==> config.mk <==
export PLATFORM = sky130hd
export DESIGN_NAME = sgo_gate_logic
export DESIGN_NICKNAME = d
export VERILOG_FILES = /design/src/pkg/sgo_pkg.sv /design/src/hw/sgo_gate_logic.sv
export SDC_FILE = /design/constraint.sdc
export NUM_CORES = 1
export LEC_CHECK = 0
export ABC_AREA = 1
export BUFFER_PORTS_ARGS = -buffer_cell sky130_fd_sc_hd__buf_2
export CAP_MARGIN = 5
export CORE_UTILIZATION = 45
export DETAILED_ROUTE_END_ITERATION = 6
export SYNTH_ARGS = -nofsm -noshare
export SYNTH_HDL_FRONTEND = slang
export SYNTH_SLANG_ARGS = --single-unit
==> constraint.sdc <==
create_clock -name clk -period 4.8 [get_ports clk]
set_clock_uncertainty 0.15 [all_clocks]
set_input_delay 0.24 -clock clk [delete_from_list [all_inputs] [get_ports clk]]
set_output_delay 0.24 -clock clk [all_outputs]
set_load 0.005 [all_outputs]
==> src/pkg/sgo_pkg.sv <==
package sgo_pkg;

  // *************************************************************
  // Timing figures
  // *************************************************************

  // Core clock rate in hertz.
  localparam longint SGO_CLK_HZ = 125_000_000;
  // Candidate dwell time before fast flashing, in seconds.
  localparam longint SGO_TEACH_WAIT_S = 20;
  // Confirmation window after fast flashing starts, in seconds.
  localparam longint SGO_CONFIRM_S = 120;
  // Derived cycle counts; the window is a longest time, both exact.
  localparam longint SGO_TEACH_WAIT_CYC = SGO_TEACH_WAIT_S * SGO_CLK_HZ;
  localparam longint SGO_CONFIRM_CYC = SGO_CONFIRM_S * SGO_CLK_HZ;
  // Timer width large enough for the confirmation window.
  localparam int SGO_TMR_W = 34;

  // *************************************************************
  // Learning and display constants
  // *************************************************************

  // Number of replacement teach-in procedures allowed.
  localparam logic [3:0] SGO_LEARN_MAX = 4'h8;
  // Decrement applied per confirmed teach-in.
  localparam logic [3:0] SGO_LEARN_STEP = 4'h1;
  // Width of the indicator blink divider.
  localparam int SGO_BLINK_W = 26;
  // Divider bit giving the normal and the fast flash rate.
  localparam int SGO_SLOW_BIT = 25;
  localparam int SGO_FAST_BIT = 23;

  // *************************************************************
  // State types
  // *************************************************************

  // Input consistency supervision.
  typedef enum logic [1:0] {
    SGO_IN_OK = 2'b00,
    SGO_IN_UNEQ = 2'b01,
    SGO_IN_LOCK = 2'b10
  } sgo_in_state_t;

  // Teach-in sequence.
  typedef enum logic [1:0] {
    SGO_TCH_IDLE = 2'b00,
    SGO_TCH_SLOW = 2'b01,
    SGO_TCH_FAST = 2'b10,
    SGO_TCH_DONE = 2'b11
  } sgo_tch_state_t;

endpackage

==> src/hw/sgo_gate_logic.sv <==
`timescale 1ns/100ps
module sgo_gate_logic import sgo_pkg::*; #(
  parameter int ID_W = 32,
  parameter longint TEACH_WAIT_CYC = SGO_TEACH_WAIT_CYC,
  parameter longint CONFIRM_CYC = SGO_CONFIRM_CYC
) (
  // Clock and reset.
  input wire logic clk,
  input wire logic sys_rst,
  // Device status and supply return after an interruption.
  input wire logic device_ready,
  input wire logic supply_restored,
  // Transponder front end.
  input wire logic actuator_present,
  input wire logic single_transponder,
  input wire logic [ID_W-1:0] actuator_id,
  // Daisy-chain safety inputs.
  input wire logic safety_in_ch1,
  input wire logic safety_in_ch2,
  // Safety and signal outputs.
  output logic output_switching_device_signal_ch1,
  output logic output_switching_device_signal_ch2,
  output logic presence_signal_out,
  // Indicators.
  output logic led_power_green,
  output logic led_gate_yellow,
  output logic led_input_yellow,
  // Remaining replacement teach-ins.
  output logic [3:0] learn_left
);

  // *************************************************************
  // Declarations
  // *************************************************************

  // Stored history of every actuator taught so far.
  logic [ID_W-1:0] hist_reg [0:SGO_LEARN_MAX];
  logic [SGO_LEARN_MAX:0] hist_vld_reg;
  logic [SGO_LEARN_MAX:0] hist_vld_next;
  // Currently adopted actuator.
  logic [ID_W-1:0] taught_id_reg;
  logic [ID_W-1:0] taught_id_next;
  logic taught_vld_reg;
  logic taught_vld_next;
  logic [3:0] learn_reg;
  logic [3:0] learn_next;
  logic [3:0] hist_cnt_reg;
  logic [3:0] hist_cnt_next;
  logic hist_wr;
  // Teach-in sequencer.
  sgo_tch_state_t tch_reg;
  sgo_tch_state_t tch_next;
  logic [ID_W-1:0] cand_reg;
  logic [ID_W-1:0] cand_next;
  logic [SGO_TMR_W-1:0] tmr_reg;
  logic [SGO_TMR_W-1:0] tmr_next;
  // Input supervision.
  sgo_in_state_t in_reg;
  sgo_in_state_t in_next;
  logic [1:0] prev_reg;
  logic [1:0] fell_reg;
  logic [1:0] fell_next;
  // Blink divider.
  logic [SGO_BLINK_W-1:0] blink_reg;
  // Next divider value, one count up each cycle.
  logic [SGO_BLINK_W-1:0] blink_next;
  // Output flip-flops.
  logic out1_reg;
  logic out2_reg;
  logic sig_reg;
  logic pwr_reg;
  logic gate_reg;
  logic inp_reg;
  logic [5:0] outs_next;
  // Decoded conditions.
  logic known;
  logic seen;
  logic [1:0] now_in;

  // Reports whether an identity is already in the history.
  function automatic logic in_hist(input logic [ID_W-1:0] id);
    logic hit;
    hit = 1'b0;
    for (int i = 0; i <= SGO_LEARN_MAX; i++) begin
      if (hist_vld_reg[i] && hist_reg[i] == id) begin
        hit = 1'b1;
      end
    end
    return hit;
  endfunction

  assign known = actuator_present && taught_vld_reg &&
                 actuator_id == taught_id_reg;
  assign seen = in_hist(actuator_id);
  assign now_in = {safety_in_ch2, safety_in_ch1};

  // *************************************************************
  // Teach-in sequencing
  // *************************************************************

  // Computes the next teach state, timer and stored actuator data.
  always_comb begin
    tch_next = tch_reg;
    cand_next = cand_reg;
    tmr_next = tmr_reg + SGO_TMR_W'(1);
    taught_id_next = taught_id_reg;
    taught_vld_next = taught_vld_reg;
    learn_next = learn_reg;
    hist_cnt_next = hist_cnt_reg;
    hist_vld_next = hist_vld_reg;
    hist_wr = 1'b0;
    unique case (tch_reg)
      SGO_TCH_IDLE: begin
        tmr_next = '0;
        if (device_ready && actuator_present &&
            single_transponder) begin
          if (!taught_vld_reg) begin
            // First actuator is adopted at once, no count used.
            taught_id_next = actuator_id;
            taught_vld_next = 1'b1;
            hist_wr = 1'b1;
          end else if (!known && !seen &&
                       learn_reg != '0) begin
            cand_next = actuator_id;
            tch_next = SGO_TCH_SLOW;
          end
        end
      end
      SGO_TCH_SLOW: begin
        // Candidate must stay alone and unchanged in range.
        if (!actuator_present || !single_transponder ||
            actuator_id != cand_reg) begin
          tch_next = SGO_TCH_IDLE;
        end else if (tmr_reg >= SGO_TMR_W'(TEACH_WAIT_CYC - 1)) begin
          tmr_next = '0;
          tch_next = SGO_TCH_FAST;
        end
      end
      SGO_TCH_FAST: begin
        if (supply_restored) begin
          // Power returned inside the window: adopt the candidate.
          taught_id_next = cand_reg;
          learn_next = learn_reg - SGO_LEARN_STEP;
          hist_wr = 1'b1;
          tch_next = SGO_TCH_IDLE;
        end else if (!actuator_present || actuator_id != cand_reg) begin
          tch_next = SGO_TCH_IDLE;
        end else if (tmr_reg >= SGO_TMR_W'(CONFIRM_CYC - 1)) begin
          tch_next = SGO_TCH_DONE;
        end
      end
      SGO_TCH_DONE: begin
        // Timed out; wait for the candidate to leave before retrying.
        tmr_next = '0;
        if (!actuator_present || actuator_id != cand_reg) begin
          tch_next = SGO_TCH_IDLE;
        end
      end
    endcase
    if (hist_wr && hist_cnt_reg <= SGO_LEARN_MAX) begin
      hist_vld_next[hist_cnt_reg] = 1'b1;
      hist_cnt_next = hist_cnt_reg + 4'h1;
    end
  end

  // Registers the teach state and the actuator store.
  always_ff @(posedge clk) begin
    if (sys_rst) begin
      tch_reg <= SGO_TCH_IDLE;
      cand_reg <= '0;
      tmr_reg <= '0;
      taught_id_reg <= '0;
      taught_vld_reg <= 1'b0;
      learn_reg <= SGO_LEARN_MAX;
      hist_cnt_reg <= '0;
      hist_vld_reg <= '0;
    end else begin
      tch_reg <= tch_next;
      cand_reg <= cand_next;
      tmr_reg <= tmr_next;
      taught_id_reg <= taught_id_next;
      taught_vld_reg <= taught_vld_next;
      learn_reg <= learn_next;
      hist_cnt_reg <= hist_cnt_next;
      hist_vld_reg <= hist_vld_next;
    end
  end

  // Writes the history memory; only valid entries are ever read.
  always_ff @(posedge clk) begin
    if (hist_wr && hist_cnt_reg <= SGO_LEARN_MAX) begin
      hist_reg[hist_cnt_reg] <= taught_id_next;
    end
  end

  // *************************************************************
  // Input consistency supervision
  // *************************************************************

  // Tracks unequal transitions and the partial operation lock.
  always_comb begin
    in_next = in_reg;
    fell_next = fell_reg;
    if (now_in == 2'h0) begin
      // Both low together clears any unequal or locked state.
      in_next = SGO_IN_OK;
      fell_next = '0;
    end else begin
      unique case (in_reg)
        SGO_IN_OK: begin
          if (prev_reg == 2'h3 && (now_in == 2'h1 || now_in == 2'h2)) begin
            in_next = SGO_IN_UNEQ;
            fell_next = ~now_in;
          end
        end
        SGO_IN_UNEQ: begin
          if (now_in == 2'h3) begin
            in_next = SGO_IN_LOCK;
          end
        end
        SGO_IN_LOCK: begin
          in_next = SGO_IN_LOCK;
        end
        default: begin
          in_next = SGO_IN_LOCK;
        end
      endcase
    end
  end

  // Registers the supervision state; a supply return starts clean.
  always_ff @(posedge clk) begin
    if (sys_rst || supply_restored) begin
      in_reg <= SGO_IN_OK;
      fell_reg <= '0;
      prev_reg <= '0;
    end else begin
      in_reg <= in_next;
      fell_reg <= fell_next;
      prev_reg <= now_in;
    end
  end

  // *************************************************************
  // Outputs and indicators
  // *************************************************************

  // Computes every output; not ready gives all low, no actuator gives the safety and signal outputs low.
  always_comb begin
    outs_next = '0;
    blink_next = blink_reg + SGO_BLINK_W'(1);
    outs_next[3] = device_ready;
    if (device_ready && known) begin
      // Locked channel stays low until both inputs were low or the supply returns.
      outs_next[0] = safety_in_ch1 && !fell_reg[0];
      outs_next[1] = safety_in_ch2 && !fell_reg[1];
      outs_next[2] = 1'b1;
    end
    if (device_ready) begin
      unique case (tch_reg)
        SGO_TCH_SLOW: outs_next[4] = blink_reg[SGO_SLOW_BIT];
        SGO_TCH_FAST: outs_next[4] = blink_reg[SGO_FAST_BIT];
        SGO_TCH_IDLE, SGO_TCH_DONE: outs_next[4] = known;
      endcase
      if (in_reg != SGO_IN_OK) begin
        outs_next[5] = blink_reg[SGO_SLOW_BIT];
      end else begin
        outs_next[5] = now_in == 2'h3;
      end
    end
  end

  // Registers outputs and runs the blink divider.
  always_ff @(posedge clk) begin
    if (sys_rst) begin
      blink_reg <= '0;
      {inp_reg, gate_reg, pwr_reg, sig_reg, out2_reg, out1_reg} <= '0;
    end else begin
      blink_reg <= blink_next;
      {inp_reg, gate_reg, pwr_reg, sig_reg, out2_reg, out1_reg} <= outs_next;
    end
  end

  assign output_switching_device_signal_ch1 = out1_reg;
  assign output_switching_device_signal_ch2 = out2_reg;
  assign presence_signal_out = sig_reg;
  assign led_power_green = pwr_reg;
  assign led_gate_yellow = gate_reg;
  assign led_input_yellow = inp_reg;
  assign learn_left = learn_reg;

endmodule

* Word-level counts from Yosys, hierarchy flattened
Memories as Yosys holds them, arrays and structs flattened.
Index checks and enable logic that the tools add are counted.
Widths: inputs -> output; s select.
** Cells by class
- Bitwise gates (word level) :: 4
- Order comparisons :: 5
- Multiply operators :: 0
- Divide/modulo/power cells :: 0
- Add/subtract/negate cells :: 4
- Reductions and logical operators :: 47
- Shift-type cells :: 0
- Eq/ne operators :: 27
- Muxes and demuxes :: 40
** Operators with widths (count)
- $eq 32x32->1 :: 10
- $mux 32 :: 3
- $mux 34 :: 2
- $pmux 34 s2 :: 1
- $pmux 32 s2 :: 1
- $add 34x1->34 const B :: 1
- $ge 34x32->1 const B :: 1
- $ge 34x34->1 const B :: 1
- $ne 32x32->1 :: 1
- $add 26x1->26 const B :: 1
- $mux 2 :: 11
- $logic_and 1x1->1 :: 21
- $mux 1 :: 16
- $ne 2x2->1 const B :: 6
- $eq 2x2->1 const B :: 5
- $or 9x9->9 :: 1
- $pmux 2 s4 :: 1
- $reduce_and 2->1 :: 4
- $reduce_or 2->1 :: 4
- $eq 2x1->1 const B :: 3
- $logic_not 1->1 :: 6
- $logic_not 2->1 :: 3
- $reduce_and 6->1 :: 1
- $logic_or 1x1->1 :: 5
- 17 further kinds :: 18
** Storage, ports and cells
- Bits in registers :: 156
- Bits in latches :: 0
- Bits of input ports :: 40
- ROM bits :: 0
- Memories kept :: 1
- Word-level logic and storage cells :: 146
- RAM bits :: 288
- Output and inout bits :: 10
** Memories
- hist_reg :: words 9, bits a word 32, rd ports 9, clocked after memory_dff 0, wr ports 1, RTL line sgo_gate_logic.sv:37 : logic [ID_W-1:0] hist_reg [0:SGO_LEARN_MAX];

* Logic depth before layout (Yosys ltp)
- Depth in word-level cells :: 18
- Mapped depth :: 19
- Gate-level depth less buffers :: 17

* Worst setup path before layout
No wires, ideal clock.
- Path type :: reg2reg
- Start :: register tch_reg[0]
- End :: memory hist_reg[8][0], enable pin
- Clock period less this slack :: 5124 ps
- Required time :: 4145 ps
- Data arrival time :: 4469 ps
- Setup slack :: -324 ps
- Setup time :: 505 ps
- Cell stages (with the launch flop) :: 10
- Buffers on the path :: 1
- Cells stage by stage :: dfxtp_1 -> inv_1 -> ha_1 -> clkinv_1 -> nor2_1 -> inv_1 -> o21ai_0 -> nand2_1 -> clkbuf_1 -> nor4_1
** On the way
- Longest elaborated chain between the ends :: 5
- Elaborated cells on any way between the ends :: 6
- Classes of those cells :: 1 x eq/ne; 3 x mux; 2 x reduce/logical
** Ends and longest elaborated chain
- from (decl) :: RTL line sgo_gate_logic.sv:51 : sgo_tch_state_t tch_reg;
- from (signal assigned) :: RTL line sgo_gate_logic.sv:178 : tch_reg <= tch_next;
- $eq 2x2->1 or $logic_not 2->1 (tied branches) :: RTL line sgo_gate_logic.sv:112 : unique case (tch_reg)
- $pmux 1 s2 * :: RTL line sgo_gate_logic.sv:112
- $logic_and 1x1->1 * :: RTL line sgo_gate_logic.sv:191 : if (hist_wr && hist_cnt_reg <= SGO_LEARN_MAX) begin
- $mux 1 * :: RTL line sgo_gate_logic.sv:191
- $mux 1 (implied by the code) * :: RTL line sgo_gate_logic.sv:192 : hist_reg[hist_cnt_reg] <= taught_id_next;
- to (decl) :: RTL line sgo_gate_logic.sv:37
Every way passes the cells marked *; elsewhere a longest branch is shown, timed or not.

* Worst setup path after layout
- Start :: register tch_reg[1]
- End :: memory hist_reg[3][8], enable pin
Same word-level chain as after synthesis.

==> flow_summary_export.csv <==
group,metric,value,unit
sta,relSlewSlack,23.8,%
floorplan,die-height,222,um
cells_and_area,final_common_cell,"nand2_1",
placement,portBuffers,49,
setup_path,critPathRequiredTime,4860,ps
synth,yosys_warnings,0,
placement,pre_cts_ws,1340,ps
power_and_ir_drop,p_switching,2.16,mW
sta,period_share,73.0,%
power_and_ir_drop,finalPower,8.78,mW
floorplan,die_x,222,um
placement,globalplace.congestion,0.951,
floorplan,coreArea,47700,um2
cells_and_area,final_cell_mix,"595 x nand2_1, 342 x inv_1, 288 x edfxtp_1, 260 x nor2_1, 156 x dfxtp_1",
sta,hold_viol,0,
clocking,cts_tree,"yes",
run_status,status,"finished clean",
clocking,htree_num_levels,2,
cells_and_area,fin_nets,2573,
clocking,cts.sinks,444,
synth,syn_inst,2459,
route,drt-initial-drc-count,2322,
synth,yosysSeqAreaShare,54.1,%
clocking,cts_buffers,50,
power_and_ir_drop,power_density,360,nW/um2
floorplan,rows,80,
power_and_ir_drop,intPower,6.62,mW
route,dr.pass1.iters,5,
job,max_cap_violations,0,
synth,post_synth.cell_area_avg,8.85,um2
cells_and_area,layout-drive-gt1-share,9.72,%
setup_path,startpoint_type,"flop",
clocking,root_buffer,"clkbuf_16",
sta,worstMarginPinSlew,1140,ps
power_and_ir_drop,leakagePower,9.37,nW
route,totalWireLength,75.4,mm
floorplan,start_util,45.6,%
clocking,clk-insertion-delay-late,610,ps
route,antenna_left,0,
power_and_ir_drop,clockPowerShare,44.7,%
global_route,overflow,0,
global_route,grt_pass1_wl,108,mm
route,via_count,17600,
floorplan,dieArea,49300,um2
power_and_ir_drop,power_frac_seq,47.4,%
setup_path,crit_arrival,3570,ps
cells_and_area,area_growth,11.9,%
synth,syn_nets,2512,
clocking,cts.repair.resized,0,
power_and_ir_drop,swShare,24.6,%
global_route,grt_pass1_vias,16200,
setup_path,endpoint_kind,"flop",
synth,yosysUniqueCellTypes,52,
sta,fmax,285,MHz
global_route,antenna_found_initial,4,
setup_path,path_class,"reg -> reg",
route,viasPerCell,5.55,
floorplan,io_pins,50,
synth,netlist_area,21800,um2
global_route,grt_max_degree,74,
min_path,worstHoldPathType,"in -> reg",
synth,synth_edf_count,288,
route,post_drt_wl_per_cell,23.7,um
setup_path,crit_fanout,33,
sta,finalWorstSetupSlack,1300,ps
cells_and_area,diodes,0,
sta,setup_viol,0,
placement,hpwl,51.4,mm
sta,drv_slew,0,
cells_and_area,largest_reg_flops,288,
synth,async_flop_share,0,%
clocking,path_clk_slew,60,ps
sta,rsz0062_at_grt,"false",
clocking,clockBufferDepth,3,
synth,ys_ff_latch,444,
power_and_ir_drop,ir_drop,0.258,mV
route,drc_errors,0,
sta,tns,0,ps
sta,min_period,3500,ps
global_route,grt.total_usage,30.4,%
synth,synth_ff_type,"edfxtp_1",
power_and_ir_drop,combPwrFrac,7.9,%
[power groups by stage]
| stage | registers [mW] | clock network [mW] | logic [mW] |
|---|---|---|---|
| global route | 4.16 | 4.10 | 0.722 |
| floorplan | 4.23 | 0 | 0.380 |
| global placement | 4.24 | 0 | 0.650 |
| finish | 4.16 | 3.92 | 0.692 |
| detailed placement | 4.24 | 0 | 0.652 |
| CTS | 4.16 | 3.96 | 0.672 |
[path summary, 6_finish.rpt]
kind	startpoint	end	slack, ps	cells after the start
setup / recovery	tch_reg[1]$_SDFFE_PP0P_	hist_reg[3][8]$_DFFE_PP_	1300	10
hold / removal	actuator_id[27]	cand_reg[27]$_SDFFE_PP0P_	20	3
setup reg to reg	tch_reg[1]$_SDFFE_PP0P_	hist_reg[3][8]$_DFFE_PP_	1300	10
hold reg to reg	fell_reg[1]$_SDFFE_PP0P_	output_switching_device_signal_ch2$_SDFF_PP0_	290	1
[routing by layer]
layer	global-route usage [%]	share of wire, %	vias up	wire [um]
met5	0	0	-	0
met4	12.3	4.2	0	3190
met3	5.27	11	161	8230
met2	47.0	44	966	33200
met1	42.3	41	8377	30800
li1	-	-	8142	-
[critical path, cell delays in order, from the launching register on]
cell and delay (ps):
dfxtp_1 340, inv_1 100, ha_1 210, clkinv_1 190, nor2_1 140, inv_1 80, o21ai_0 360, nand2_1 390
inv_1 170, nand2_1 160, nor2_4 830
[cells in the mapped netlist (9+ instances only)]
master	n	area, um2
a211oi_2	32	400
a21oi_1	101	505
buf_4	24	180
buf_6	25	282
clkbuf_1	29	109
dfxtp_1	156	3120
edfxtp_1	288	8650
ha_1	13	163
inv_1	342	1280
inv_2	16	60.1
nand2_1	596	2240
nand3_1	55	275
nand4_1	34	213
nor2_1	263	987
nor2_2	9	56.3
nor3_1	42	210
o21a_1	14	105
o21ai_0	121	606
o21ai_1	15	75.1
o22ai_1	65	407
xnor2_1	100	876
xor2_1	40	350
[cell families (layout without fill, tap and decap cells)]
kind of cell / Yosys count / after routing / share of synthesized area [%]
flip-flops: 444 / 444 / 54.1
AND/OR/NAND/NOR: 1033 / 1033 / 19.6
buffers and inverters: 453 / 556 / 9.22
AO/OA/AOI/OAI: 376 / 376 / 10.7
adder cells (fa/ha/maj): 13 / 13 / 0.747
XOR/XNOR: 140 / 140 / 5.63
[timing repair]
| action | CTS | global route |
|---|---|---|
| hold buffers | 27 | 0 |
| endpoints found under the hold margin | 46 | 0 |
| buffers inserted | 0 | 0 |
[area by class of cell]
type / count / area [um2]
fillers: 4472 / 23400
flip-flops and latches: 444 / 11800
multi-input cells: 1562 / 8070
clock buffers: 79 / 1510
inverters: 368 / 1400
well taps: 615 / 769
repair buffers: 94 / 666
clock inverters: 15 / 178
[through the flow]
| step | utilization [%] | cells | hold WS (ps) | area, um2 |
|---|---|---|---|---|
| final | 51.0 | 3177 | 16.8 | 24400 |
| after global routing | 51.0 | 3177 | 19.8 | 24400 |
| after CTS | 51.0 | 3177 | 4.02 | 24400 |
| after floorplan | - | 2459 | 179 | 21800 |
| after global placement | 46.9 | 3056 | 263 | 22400 |
| after detailed placement | 46.9 | 3056 | 268 | 22400 |
No activity file was read; power rests on OpenSTA's default activity.
